===== config.mk =====
export PLATFORM = sky130hd
export DESIGN_NAME = uefc_top
export DESIGN_NICKNAME = d
export VERILOG_FILES = /design/src/rtl/uefc_top.v /design/src/rtl/uefc_char_match.v
export VERILOG_INCLUDE_DIRS = /design/src /design/src/rtl
export SDC_FILE = /design/constraint.sdc
export NUM_CORES = 1
export LEC_CHECK = 0
export ABC_CLOCK_PERIOD_IN_PS = 2100
export BUFFER_PORTS_ARGS = -buffer_cell sky130_fd_sc_hd__buf_2
export CORE_MARGIN = 10
export CORE_UTILIZATION = 57
export CTS_BUF_LIST = sky130_fd_sc_hd__clkbuf_8
export DETAILED_ROUTE_END_ITERATION = 10
export PLACE_DENSITY = 0.83
export SKIP_LAST_GASP = 1
export SYNTH_ARGS = -nofsm -noshare
export SYNTH_HDL_FRONTEND = slang
export SYNTH_SLANG_ARGS = --single-unit

===== constraint.sdc =====
create_clock -name clk -period 2.1 [get_ports clk]
set_clock_uncertainty 0.15 [all_clocks]
set_input_delay 0.105 -clock clk [delete_from_list [all_inputs] [get_ports clk]]
set_output_delay 0.105 -clock clk [all_outputs]
set_load 0.01 [all_outputs]

===== src/rtl/uefc_map.vh =====
// Overview of operation
// - Eight-bit feature control register, reset zero, host read and write.
// - Bit 7 enables automatic transmit stall from the selected modem input.
// - Modem control bit 2 picks the CTS/RTS pair or the DSR/DTR pair.
// - Bit 6 drives outgoing RTS or DTR from receive FIFO fill level while its manual modem control bit is set.
// - Bit 5: match with second stop char is stored and flags special.
// - If receive flow also compares it, match is flow control, not stored.
// - Enhanced bits of other registers are writable only while bit 4 is set.
// - Sleep entry is permitted only while bit 4 is set.
// - Bits 3:0 select software flow: upper pair transmit, lower pair receive.
`ifndef UEFC_MAP_VH
`define UEFC_MAP_VH
`define UEFC_ADDR_W 4
`define UEFC_OFS_FEAT 4'h9
`define UEFC_OFS_MCR 4'h4
`define UEFC_OFS_ISR 4'h2
`define UEFC_OFS_IER 4'h1
`define UEFC_OFS_FCR 4'h3
`define UEFC_OFS_MSR 4'h6
`define UEFC_OFS_ASR 4'hF
`define UEFC_OFS_STAT 4'hB
`define UEFC_RST_BYTE 8'h00
`define UEFC_BIT_AUTO_IN 7
`define UEFC_BIT_AUTO_OUT 6
`define UEFC_BIT_SPECIAL 5
`define UEFC_BIT_ENH 4
`define UEFC_BIT_PAIRSEL 2
`define UEFC_BIT_SPEC_FLAG 4
`define UEFC_BIT_STOP_FLAG 5
`define UEFC_BIT_RXCMP2 0
`define UEFC_BIT_MAN_RTS 1
`define UEFC_BIT_MAN_DTR 0
`define UEFC_TXSEL_HI 3
`define UEFC_TXSEL_LO 2
`define UEFC_RXSEL_HI 1
`define UEFC_RXSEL_LO 0
`define UEFC_MASK_IER 8'hE0
`define UEFC_MASK_ISR 8'h30
`define UEFC_MASK_FCR 8'h30
`define UEFC_MASK_MCR 8'hEC
`define UEFC_MASK_MSR 8'h0C
`define UEFC_MASK_ASR 8'hFF
`endif


===== src/rtl/uefc_top.v =====
// The implementer's own choice: the strobed register port.
`timescale 1ns/1ns
`default_nettype none
`include "uefc_map.vh"
// Enhanced feature control for one UART channel
module uefc_top
#(
  parameter FIFO_W = 7
)
(
  input wire clk,
  input wire rst_b,
  input wire [3:0] addr,
  input wire [7:0] wdata,
  input wire wr,
  input wire rd,
  output reg [7:0] rdata,
  input wire cts_in_b,
  input wire dsr_in_b,
  output reg rts_out_b,
  output reg dtr_out_b,
  output wire tx_stall,
  input wire [FIFO_W-1:0] rx_fill,
  input wire [FIFO_W-1:0] rx_halt_lvl,
  input wire [FIFO_W-1:0] rx_resume_lvl,
  input wire rx_valid,
  input wire [7:0] rx_char,
  input wire [7:0] second_stop_char,
  output reg rx_store,
  output reg [7:0] rx_store_data,
  output reg rx_flow_stop,
  input wire sleep_req,
  output reg sleep_active,
  output reg [1:0] tx_flow_sel,
  output reg [1:0] rx_flow_sel
);
  reg [7:0] feat_q;
  reg [7:0] ier_q;
  reg [7:0] isr_q;
  reg [7:0] fcr_q;
  reg [7:0] mcr_q;
  reg [7:0] msr_q;
  reg [7:0] asr_q;
  reg auto_rts_q;
  wire enh;
  wire auto_in;
  wire auto_out;
  wire pair_dsr;
  wire rx_cmp_stop2;
  wire m_store;
  wire m_special;
  wire m_stop;
  wire in_hold;

  assign enh = feat_q[`UEFC_BIT_ENH];
  assign auto_in = feat_q[`UEFC_BIT_AUTO_IN];
  assign auto_out = feat_q[`UEFC_BIT_AUTO_OUT];
  assign pair_dsr = mcr_q[`UEFC_BIT_PAIRSEL];
  // Receive side compares the second set when low pair has bit 0 set
  assign rx_cmp_stop2 = feat_q[`UEFC_BIT_RXCMP2];

  // Masked write: protected bits keep old value unless enhanced mode
  function [7:0] mwr;
    input [7:0] old;
    input [7:0] nw;
    input [7:0] msk;
    input en;
    begin
      if (en)
        mwr = nw;
      else
        mwr = (old & msk) | (nw & ~msk);
    end
  endfunction

  uefc_char_match u_match
  (
    .rx_char(rx_char),
    .second_stop_char(second_stop_char),
    .special_en(feat_q[`UEFC_BIT_SPECIAL]),
    .rx_cmp_stop2(rx_cmp_stop2),
    .store(m_store),
    .special_hit(m_special),
    .stop_hit(m_stop)
  );

  // Selected modem input asserted low means remote is ready
  assign in_hold = pair_dsr ? dsr_in_b : cts_in_b;
  assign tx_stall = auto_in & in_hold;

  // Register writes and status flags; hardware set beats software clear
  always @(posedge clk)
  begin
    if (!rst_b)
    begin
      feat_q <= `UEFC_RST_BYTE;
      ier_q <= `UEFC_RST_BYTE;
      isr_q <= `UEFC_RST_BYTE;
      fcr_q <= `UEFC_RST_BYTE;
      mcr_q <= `UEFC_RST_BYTE;
      msr_q <= `UEFC_RST_BYTE;
      asr_q <= `UEFC_RST_BYTE;
    end
    else
    begin
      // Feature byte itself is never protected, so the unlock bit is reachable
      if (wr)
      begin
        if (addr == `UEFC_OFS_FEAT)
          feat_q <= wdata;
        else if (addr == `UEFC_OFS_IER)
          ier_q <= mwr(ier_q, wdata, `UEFC_MASK_IER, enh);
        else if (addr == `UEFC_OFS_FCR)
          fcr_q <= mwr(fcr_q, wdata, `UEFC_MASK_FCR, enh);
        else if (addr == `UEFC_OFS_MCR)
          mcr_q <= mwr(mcr_q, wdata, `UEFC_MASK_MCR, enh);
        else if (addr == `UEFC_OFS_MSR)
          msr_q <= mwr(msr_q, wdata, `UEFC_MASK_MSR, enh);
        else if (addr == `UEFC_OFS_ASR)
          asr_q <= mwr(asr_q, wdata, `UEFC_MASK_ASR, enh);
      end
      // Status flag bits: write clears via zero, only under enhanced mode
      if (wr && addr == `UEFC_OFS_ISR)
        isr_q <= mwr(isr_q, wdata, `UEFC_MASK_ISR, enh);
      if (rx_valid && m_special)
        isr_q[`UEFC_BIT_SPEC_FLAG] <= 1'b1;
      if (rx_valid && m_stop)
        isr_q[`UEFC_BIT_STOP_FLAG] <= 1'b1;
    end
  end

  // Received character path and flow-control outputs
  always @(posedge clk)
  begin
    if (!rst_b)
    begin
      rx_store <= 1'b0;
      rx_store_data <= `UEFC_RST_BYTE;
      rx_flow_stop <= 1'b0;
      tx_flow_sel <= 2'h0;
      rx_flow_sel <= 2'h0;
    end
    else
    begin
      rx_store <= rx_valid & m_store;
      // Data register follows every valid character, stored or not
      if (rx_valid)
        rx_store_data <= rx_char;
      rx_flow_stop <= rx_valid & m_stop;
      tx_flow_sel <= feat_q[`UEFC_TXSEL_HI:`UEFC_TXSEL_LO];
      rx_flow_sel <= feat_q[`UEFC_RXSEL_HI:`UEFC_RXSEL_LO];
    end
  end

  // Auto output with hysteresis, so the line does not chatter near level
  always @(posedge clk)
  begin
    if (!rst_b)
    begin
      auto_rts_q <= 1'b0;
      rts_out_b <= 1'b1;
      dtr_out_b <= 1'b1;
    end
    else
    begin
      // Resume level must sit at least two below halt level, or the flag just tracks the halt compare
      // Halt check wins when both hold, so an overfull FIFO always stops
      if (rx_fill >= rx_halt_lvl)
        auto_rts_q <= 1'b1;
      else if (rx_fill <= rx_resume_lvl)
        auto_rts_q <= 1'b0;
      // Manual level from modem control bits 1 (RTS) and 0 (DTR)
      rts_out_b <= ~mcr_q[`UEFC_BIT_MAN_RTS];
      dtr_out_b <= ~mcr_q[`UEFC_BIT_MAN_DTR];
      if (auto_out && !pair_dsr)
        rts_out_b <= auto_rts_q | ~mcr_q[`UEFC_BIT_MAN_RTS];
      if (auto_out && pair_dsr)
        dtr_out_b <= auto_rts_q | ~mcr_q[`UEFC_BIT_MAN_DTR];
    end
  end

  // Sleep gate: requests are dropped unless enhanced mode is on
  // Not held: sleep ends as soon as the request or the enhanced bit drops
  always @(posedge clk)
  begin
    if (!rst_b)
      sleep_active <= 1'b0;
    else
      sleep_active <= sleep_req & enh;
  end

  // Read data one cycle after the strobe; unmapped reads give zero
  always @(posedge clk)
  begin
    if (!rst_b)
      rdata <= `UEFC_RST_BYTE;
    else if (rd)
    begin
      if (addr == `UEFC_OFS_FEAT)
        rdata <= feat_q;
      else if (addr == `UEFC_OFS_IER)
        rdata <= ier_q;
      else if (addr == `UEFC_OFS_ISR)
        rdata <= isr_q;
      else if (addr == `UEFC_OFS_FCR)
        rdata <= fcr_q;
      else if (addr == `UEFC_OFS_MCR)
        rdata <= mcr_q;
      else if (addr == `UEFC_OFS_MSR)
        rdata <= msr_q;
      else if (addr == `UEFC_OFS_ASR)
        rdata <= asr_q;
      else if (addr == `UEFC_OFS_STAT)
        rdata <= {3'h0, sleep_active, auto_rts_q, tx_stall, 2'h0};
      else
        rdata <= `UEFC_RST_BYTE;
    end
    else
      rdata <= `UEFC_RST_BYTE;
  end
endmodule // uefc_top
`default_nettype wire


===== src/rtl/uefc_char_match.v =====
`timescale 1ns/1ns
`default_nettype none
`include "uefc_map.vh"
// Classifies one received character against the second stop character
module uefc_char_match
(
  input wire [7:0] rx_char,
  input wire [7:0] second_stop_char,
  input wire special_en,
  input wire rx_cmp_stop2,
  output wire store,
  output wire special_hit,
  output wire stop_hit
);
  wire eq;
  assign eq = (rx_char == second_stop_char);
  // Flow control takes priority; the character is then consumed
  assign stop_hit = eq & rx_cmp_stop2;
  assign special_hit = eq & special_en;
  assign store = ~stop_hit;
endmodule // uefc_char_match
`default_nettype wire


==> results.yml, run 1 <==
status:
  status: "finished clean"
clock_tree:
  ctsHoldBuffers: 20
  numCtsBuffers: 9
  postCtsSetupBuffers: 0
  clkSinkCount: 82
  cts.htree.levels: 3
  cts_root_buffer: "clkbuf_8"
  ctsResizeCount: 0
  clockBufferDepth: 2
  clk_latency_ns: 0.35
  clkTransAtPathRegs_ns: 0.08
  cts_tree: "built"
placed_design:
  finalWeightedCongestion: 0.932
  place_area_um2: 4590
  io_buffers: 82
  dp_worst_setup_slack_ns: 0.232
  hpwl_mm: 7.77
critical_path:
  critical_path_required_ns: 2.19
  setup.worst_path.end_class: "flip-flop"
  worstRegToRegCells: 5
  crit_path_start_kind: "flip-flop"
  worstSetupPathType: "reg2reg"
  crit_arrival_ns: 1.81
  path_max_fanout: 5
logic_synthesis:
  synth.net_count: 497
  syn-mean-instance-area_um2: 9.48
  synth_top_cells_by_area: "dfxtp_1 (41%), mux2i_1 (16%), nor2b_1 (9.6%)"
  synth.yosys.warnings: 0
  ys_types: 47
  synth-seq-cells: 82
  yosysTopAreaCell: "dfxtp_1"
  synthDominantCellAreaShare_pct: 40.6
  ys_seq_area_share_pct: 40.6
  netlist_instances: 426
  syn_area_um2: 4040
power:
  p_comb_share_pct: 12.6
  clock_power_share_pct: 37.6
  internal-power_w: 0.00243
  p_switching_w: 0.000779
  leakagePower_nw: 2.25
  p_per_area_nw_per_um2: 642
  vdd_ir_drop_max_mv: 0.387
  switching_share_pct: 24.3
  pwr-share-seq_pct: 49.8
  p_total_w: 0.00321
timing:
  finalSetupTns_ns: 0
  fin_crit_ns: 1.72
  rsz0062_at_grt: "false"
  tightestPinTransition_ns: 0.549
  fmax_mhz: 580
  layout_setup_ws_ns: 0.376
  hold_viol: 0
  finalSetupViolations: 0
  fin_crit_sh_pct: 82.1
  slew_viol_final: 0
  slew_headroom_pct: 63.3
worst_hold_path:
  whs_path_depth: 5
  hold_path.class: "in2reg"
detailed_routing:
  ant_nets: 0
  via_count: 3517
  dr.pass1.iters: 5
  drt_iter0_markers: 197
  drc: 0
  vias_per_cell: 5.59
  totalWireLength_mm: 11.0
  drt-wirelength-per-cell_um: 17.4
layout:
  diodes: 0
  drive_gt1_share_pct: 23.3
  final_nets: 600
  area_delta_synth_final_pct: 23.7
  final_area_um2: 5000
die:
  die_height_um: 104
  pin_count: 83
  core.rowCount: 30
  fp.dieW_um: 104
  design.core.area_um2: 6830
  start_util_pct: 59.1
  fp.dieArea_um2: 10900
global_routing:
  track_usage_pct: 19.9
  antenna_found_initial: 0
  grt_max_degree: 49
  grt_pass1_wl_mm: 17.7
  grt_pass1_vias: 3530
  overflow: 0
job:
  drv_cap: 0
## power by group through the flow
stage,sequential [W],combinational [W],clock [W]
2_1_floorplan,0.00164,0.000208,0
3_3_place_gp,0.00163,0.000354,0
3_5_place_dp,0.00163,0.000368,0
4_1_cts,0.00160,0.000397,0.00122
5_1_grt,0.00160,0.000442,0.00128
6_report,0.00160,0.000403,0.00121
## layout make-up
cell class	instances	area [um2]
clock buffers	9	124
clock inverters	6	82.6
fillers	519	1830
inverters	17	63.8
multi-input cells	302	2230
flip-flops and latches	82	1640
well taps	96	120
repair buffers	117	736
## cell usage after synthesis (all sizes together)
| cell type | instances |
|---|---|
| a2111oi | 1 |
| a211oi | 4 |
| a21boi | 4 |
| a21o | 1 |
| a21oi | 13 |
| a221o | 3 |
| a221oi | 2 |
| a2bb2o | 1 |
| a31oi | 1 |
| a32oi | 2 |
| a41oi | 1 |
| and2 | 5 |
| and3 | 5 |
| and4 | 4 |
| buf | 12 |
| clkbuf | 13 |
| dfxtp | 82 |
| ha | 14 |
| inv | 17 |
| mux2 | 6 |
| mux2i | 64 |
| nand2 | 18 |
| nand2b | 4 |
| nand3 | 15 |
| nand3b | 1 |
| nand4 | 9 |
| nand4b | 2 |
| nor2 | 12 |
| nor2b | 62 |
| nor3 | 1 |
| nor3b | 1 |
| nor4b | 1 |
| o211ai | 2 |
| o21a | 1 |
| o21ai | 25 |
| o21bai | 1 |
| o221a | 1 |
| o221ai | 1 |
| o22ai | 4 |
| o32a | 1 |
| or3b | 1 |
| xnor2 | 8 |
## per-layer routing
metal  routed length [um]  global-route usage, %  share of wire, %
met5                    0                      0                 0
met4                  221                   7.36               2.0
met3                  647                   4.65               5.9
met2                 5590                   34.2                51
met1                 4500                   23.3                41
## worst max-delay path, cell delays in order, from the launching register on
cell and delay [ns]:
dfxtp_1 0.48, mux2i_1 0.12, nor2b_1 0.16, and4_1 0.21
o221ai_1 0.12, a221oi_1 0.37
## stage by stage
step | instances | hold WS, ns | util [%]
floorplan | 426 | 0.101 | -
global placement | 594 | 0.188 | 67.2
detailed placement | 594 | 0.201 | 67.2
CTS | 629 | 0.0271 | 73.2
global route | 629 | 0.0549 | 73.2
finish | 629 | 0.0314 | 73.2
## cell families after synthesis
| logic type | count (synthesis) | share of synthesized area [%] |
|---|---|---|
| xor+xnor | 8 | 1.73 |
| simple gates | 141 | 20.5 |
| buf+inv | 42 | 4.34 |
| mux | 70 | 17.5 |
| fa+ha+maj | 14 | 4.34 |
| flops | 82 | 40.6 |
| compound gates | 69 | 10.9 |
## path summary, 6_finish.rpt
check	slack (ns)	end	start
max	0.38	rdata[2]$_SDFF_PN0_	mcr_q[2]$_SDFFE_PN0P_
min	0.03	auto_rts_q$_SDFFE_PN0P_	rx_halt_lvl[6]
max reg2reg	0.38	rdata[2]$_SDFF_PN0_	mcr_q[2]$_SDFFE_PN0P_
min reg2reg	0.30	rts_out_b$_SDFF_PN1_	mcr_q[1]$_SDFFE_PN0N_
## sequential cells by signal, summed over array words and instances, names as in the netlist
register	cells
asr_q	8
fcr_q	8
feat_q	8
ier_q	8
isr_q	8
mcr_q	8
msr_q	8
rdata	8
rx_store_data	8
rx_flow_sel	2
tx_flow_sel	2
auto_rts_q	1
dtr_out_b	1
rts_out_b	1
rx_flow_stop	1
rx_store	1
sleep_active	1
## placed cells by master (no fill, tap or decap), types with 14 or more instances in the layout
master and instances:
dfxtp_1 82, buf_2 82, mux2i_1 64, nor2b_1 62, o21ai_0 24, dlygate4sd3_1 20, nand2_1 18, inv_1 17
nand3_1 15, ha_1 14, buf_4 14
Power figures use the tool's default switching activity.
==> run 2: changes to the inputs <==
--- a/config.mk
+++ b/config.mk
@@ -6,13 +6,14 @@
 export SDC_FILE = /design/constraint.sdc
 export NUM_CORES = 1
 export LEC_CHECK = 0
-export ABC_CLOCK_PERIOD_IN_PS = 2100
+export ABC_AREA = 1
+export ABC_CLOCK_PERIOD_IN_PS = 1450
 export BUFFER_PORTS_ARGS = -buffer_cell sky130_fd_sc_hd__buf_2
 export CORE_MARGIN = 10
-export CORE_UTILIZATION = 57
+export CORE_UTILIZATION = 51
 export CTS_BUF_LIST = sky130_fd_sc_hd__clkbuf_8
 export DETAILED_ROUTE_END_ITERATION = 10
-export PLACE_DENSITY = 0.83
+export PLACE_DENSITY = 0.79
 export SKIP_LAST_GASP = 1
 export SYNTH_ARGS = -nofsm -noshare
 export SYNTH_HDL_FRONTEND = slang
==> constraint.sdc (replaced) <==
create_clock -name clk -period 1.45 [get_ports clk]
set_clock_uncertainty 0.15 [all_clocks]
set_input_delay 0.0725 -clock clk [delete_from_list [all_inputs] [get_ports clk]]
set_output_delay 0.0725 -clock clk [all_outputs]
set_load 0.01 [all_outputs]
==> run 2 against run 1 <==
Compared with the run above:
- largest cell class unchanged
- utilization decreased by 5.3 points
- sequential share of layout area increased by 0.35 points
- via count increased by 15%
- cell count increased by 24%
- global-route usage increased by 0.38 points
- critical path type is now in2reg
==> results.yml, run 2 <==
logic_synthesis:
  synth.yosys.warnings: 0
  synth_top_cells_by_area: "dfxtp_1 (43%), o21ai_0 (9.3%), nand2_1 (8.6%)"
  synth-seq-cells: 82
  synth_common_cells: "nand2_1 (88), inv_1 (85), nor2_1 (83), dfxtp_1 (82), o21ai_0 (71)"
  ys_types: 24
  synthFlopType: "dfxtp_1"
  syn_area_um2: 3830
  syn-mean-instance-area_um2: 7.03
  synth.net_count: 616
  synthDominantCellAreaShare_pct: 42.9
  yosysMostFrequentCell: "nand2_1"
  synth_edf_count: 0
  yosysTopAreaCell: "dfxtp_1"
  ys_seq_area_share_pct: 42.9
  netlist_instances: 545
  async_flop_share_pct: 0
clock_tree:
  clkTransAtPathRegs_ns: 0.09
  clkSinkCount: 82
  cts.htree.levels: 3
  cts_tree: "built"
  clockBufferDepth: 2
  numCtsBuffers: 9
  clk_latency_ns: 0.36
  postCtsSetupBuffers: 0
  cts_root_buffer: "clkbuf_8"
detailed_routing:
  via_count: 4045
  drt_iter0_markers: 300
  vias_per_cell: 5.20
  totalWireLength_mm: 11.8
  drc: 0
  dr.pass1.iters: 5
  drt-wirelength-per-cell_um: 15.1
  ant_nets: 0
global_routing:
  overflow: 0
  grt_max_degree: 33
  grt.busiest_layer: "met2"
  grt_pass1_vias: 4021
  met3_usage_pct: 4.85
  track_usage_pct: 20.2
  grt_pass1_wl_mm: 18.9
  use_met1_pct: 23.0
  grt_use_met2_pct: 35.5
  antenna_found_initial: 0
die:
  fp.dieArea_um2: 11400
  pin_count: 83
  fp.dieW_um: 107
  die_height_um: 107
  core.rowCount: 31
  design.core.area_um2: 7290
  start_util_pct: 52.5
critical_path:
  critical_path_required_ns: 1.55
  crit_top_cell: "dlygate4sd3_1"
  crit_family: "buffers and inverters"
  r2r-end: "rx_store_data[1]$_SDFFE_PN0P_"
  crit_path_start_kind: "primary input"
  path_cells: "dlygate4sd3_1, buf_2, inv_1, a21oi_1, dlygate4sd3_1"
  r2r_start: "rx_store_data[1]$_SDFFE_PN0P_"
  path_max_fanout: 2
  worstSetupPathType: "in2reg"
  worstRegToRegCells: 3
  r2r_setup_slack_ns: 0.06
  slowest_delay_ns: 0.57
  cp_slowest_cell: "dlygate4sd3_1"
  critPathBufInv: 4
  setup.worst_path.end_class: "flip-flop"
  crit_arrival_ns: 1.50
layout:
  stdcell_count: 778
  area_delta_synth_final_pct: 29.2
  final_common_cell: "nand2_1"
  final_nets: 744
  final_area_um2: 4950
  layout_common_cells: "nand2_1 (88), inv_1 (85), buf_2 (82)"
  drive_gt1_share_pct: 19.6
  fillers: 605
timing:
  hold_viol: 0
  rsz0062_at_grt: "true"
  slew_headroom_pct: 75.6
  fmax_mhz: 714
  hold_slack_ns: 0.00833
  finalSetupViolations: 0
  fin_crit_sh_pct: 96.6
  slew_viol_final: 0
  fin_crit_ns: 1.40
  tightestPinTransition_ns: 0.365
worst_hold_path:
  hold_start: "rst_b"
  whs_path_depth: 4
  hold_path_end: "rx_flow_sel[1]$_SDFF_PN0_"
  hold_path.class: "in2reg"
placed_design:
  hpwl_mm: 8.61
  place_area_um2: 4470
  finalWeightedCongestion: 0.951
  placed_cells: 735
  io_buffers: 82
status:
  status: "finished clean"
power:
  leakagePower_nw: 2.40
  p_per_area_nw_per_um2: 938
  vdd_ir_drop_max_mv: 0.563
job:
  drv_cap: 0
run 2: changes by cell type after synthesis, sizes merged, moves of 6 or more:
cell   delta
nand3    +11
nand2    +70
nor2b    -62
mux2      -6
o21ai    +46
buf       -8
inv      +68
a21oi    +36
mux2i    -64
nor2     +77
run 2: repair_timing:
item	4_1_cts	5_1_grt
gates resized for setup	0	4
endpoints found under the setup margin	0	3
hold buffers	26	0
hold endpoints to repair	61	0
run 2: logic make-up after synthesis:
kind of cell | synth area share, %
simple gates | 24.8
compound gates | 16.3
buf+inv | 10.1
flops | 42.9
fa+ha+maj | 4.57
xor+xnor | 1.37
run 2: per-layer routing:
metal  routed length [um]  share of wire, %
met2                 5830                50
met3                  912               7.8
met4                  334               2.8
met1                 4690                40
met5                    0                 0
run 2: worst max path at each step:
stage | cells after the start | slack [ns] | endpoint | startpoint
finish | 5 | 0.05 | rx_store_data[1]$_SDFFE_PN0P_ | rx_char[1]
global route | 9 | -0.05 | rdata[2]$_SDFF_PN0_ | mcr_q[2]$_SDFFE_PN0P_
CTS | 9 | 0.03 | rdata[2]$_SDFF_PN0_ | mcr_q[2]$_SDFFE_PN0P_
detailed placement | 10 | -0.08 | rdata[4]$_SDFF_PN0_ | addr[2]
global placement | 10 | -0.1 | rdata[4]$_SDFF_PN0_ | addr[2]
floorplan | 6 | 0.21 | ier_q[2]$_SDFFE_PN0P_ | wr
run 2: through the flow:
| step | power [W] | setup WS (ns) | util, % | TNS, ns |
|---|---|---|---|---|
| after detailed placement | 0.00286 | -0.0792 | 61.3 | -0.465 |
| after CTS | 0.00462 | 0.0319 | 67.7 | 0 |
| final | 0.00464 | 0.0494 | 67.9 | 0 |
| after floorplan | 0.00262 | 0.211 | - | 0 |
| after global placement | 0.00284 | -0.0968 | 61.3 | -0.143 |
| after global routing | 0.00481 | -0.0535 | 67.8 | -0.101 |
run 2: worst min-delay path, delay by kind of cell:
| kind | cells | cell delay, ns |
|---|---|---|
| buffers and inverters | 3 | 0.35 |
| AND/OR/NAND/NOR | 1 | 0.06 |
run 2: cell type report:
cell class	instances	area [um2]	share of cell area, %
Multi-Input combinational cell	364	1810	36.5
Clock inverter	6	71.3	1.44
Tap cell	99	124	2.50
Clock buffer	10	138	2.78
Timing Repair Buffer	131	843	17.0
Inverter	85	319	6.45
Antenna cell	1	2.50	0.0506
Sequential cell	82	1640	33.2
run 2: power by group:
group | switching, W | internal [W] | total, W
Sequential | 0.0000249 | 0.00229 | 0.00232
Combinational | 0.000320 | 0.000246 | 0.000566
Clock | 0.000895 | 0.000861 | 0.00176
Total | 0.00124 | 0.00340 | 0.00464
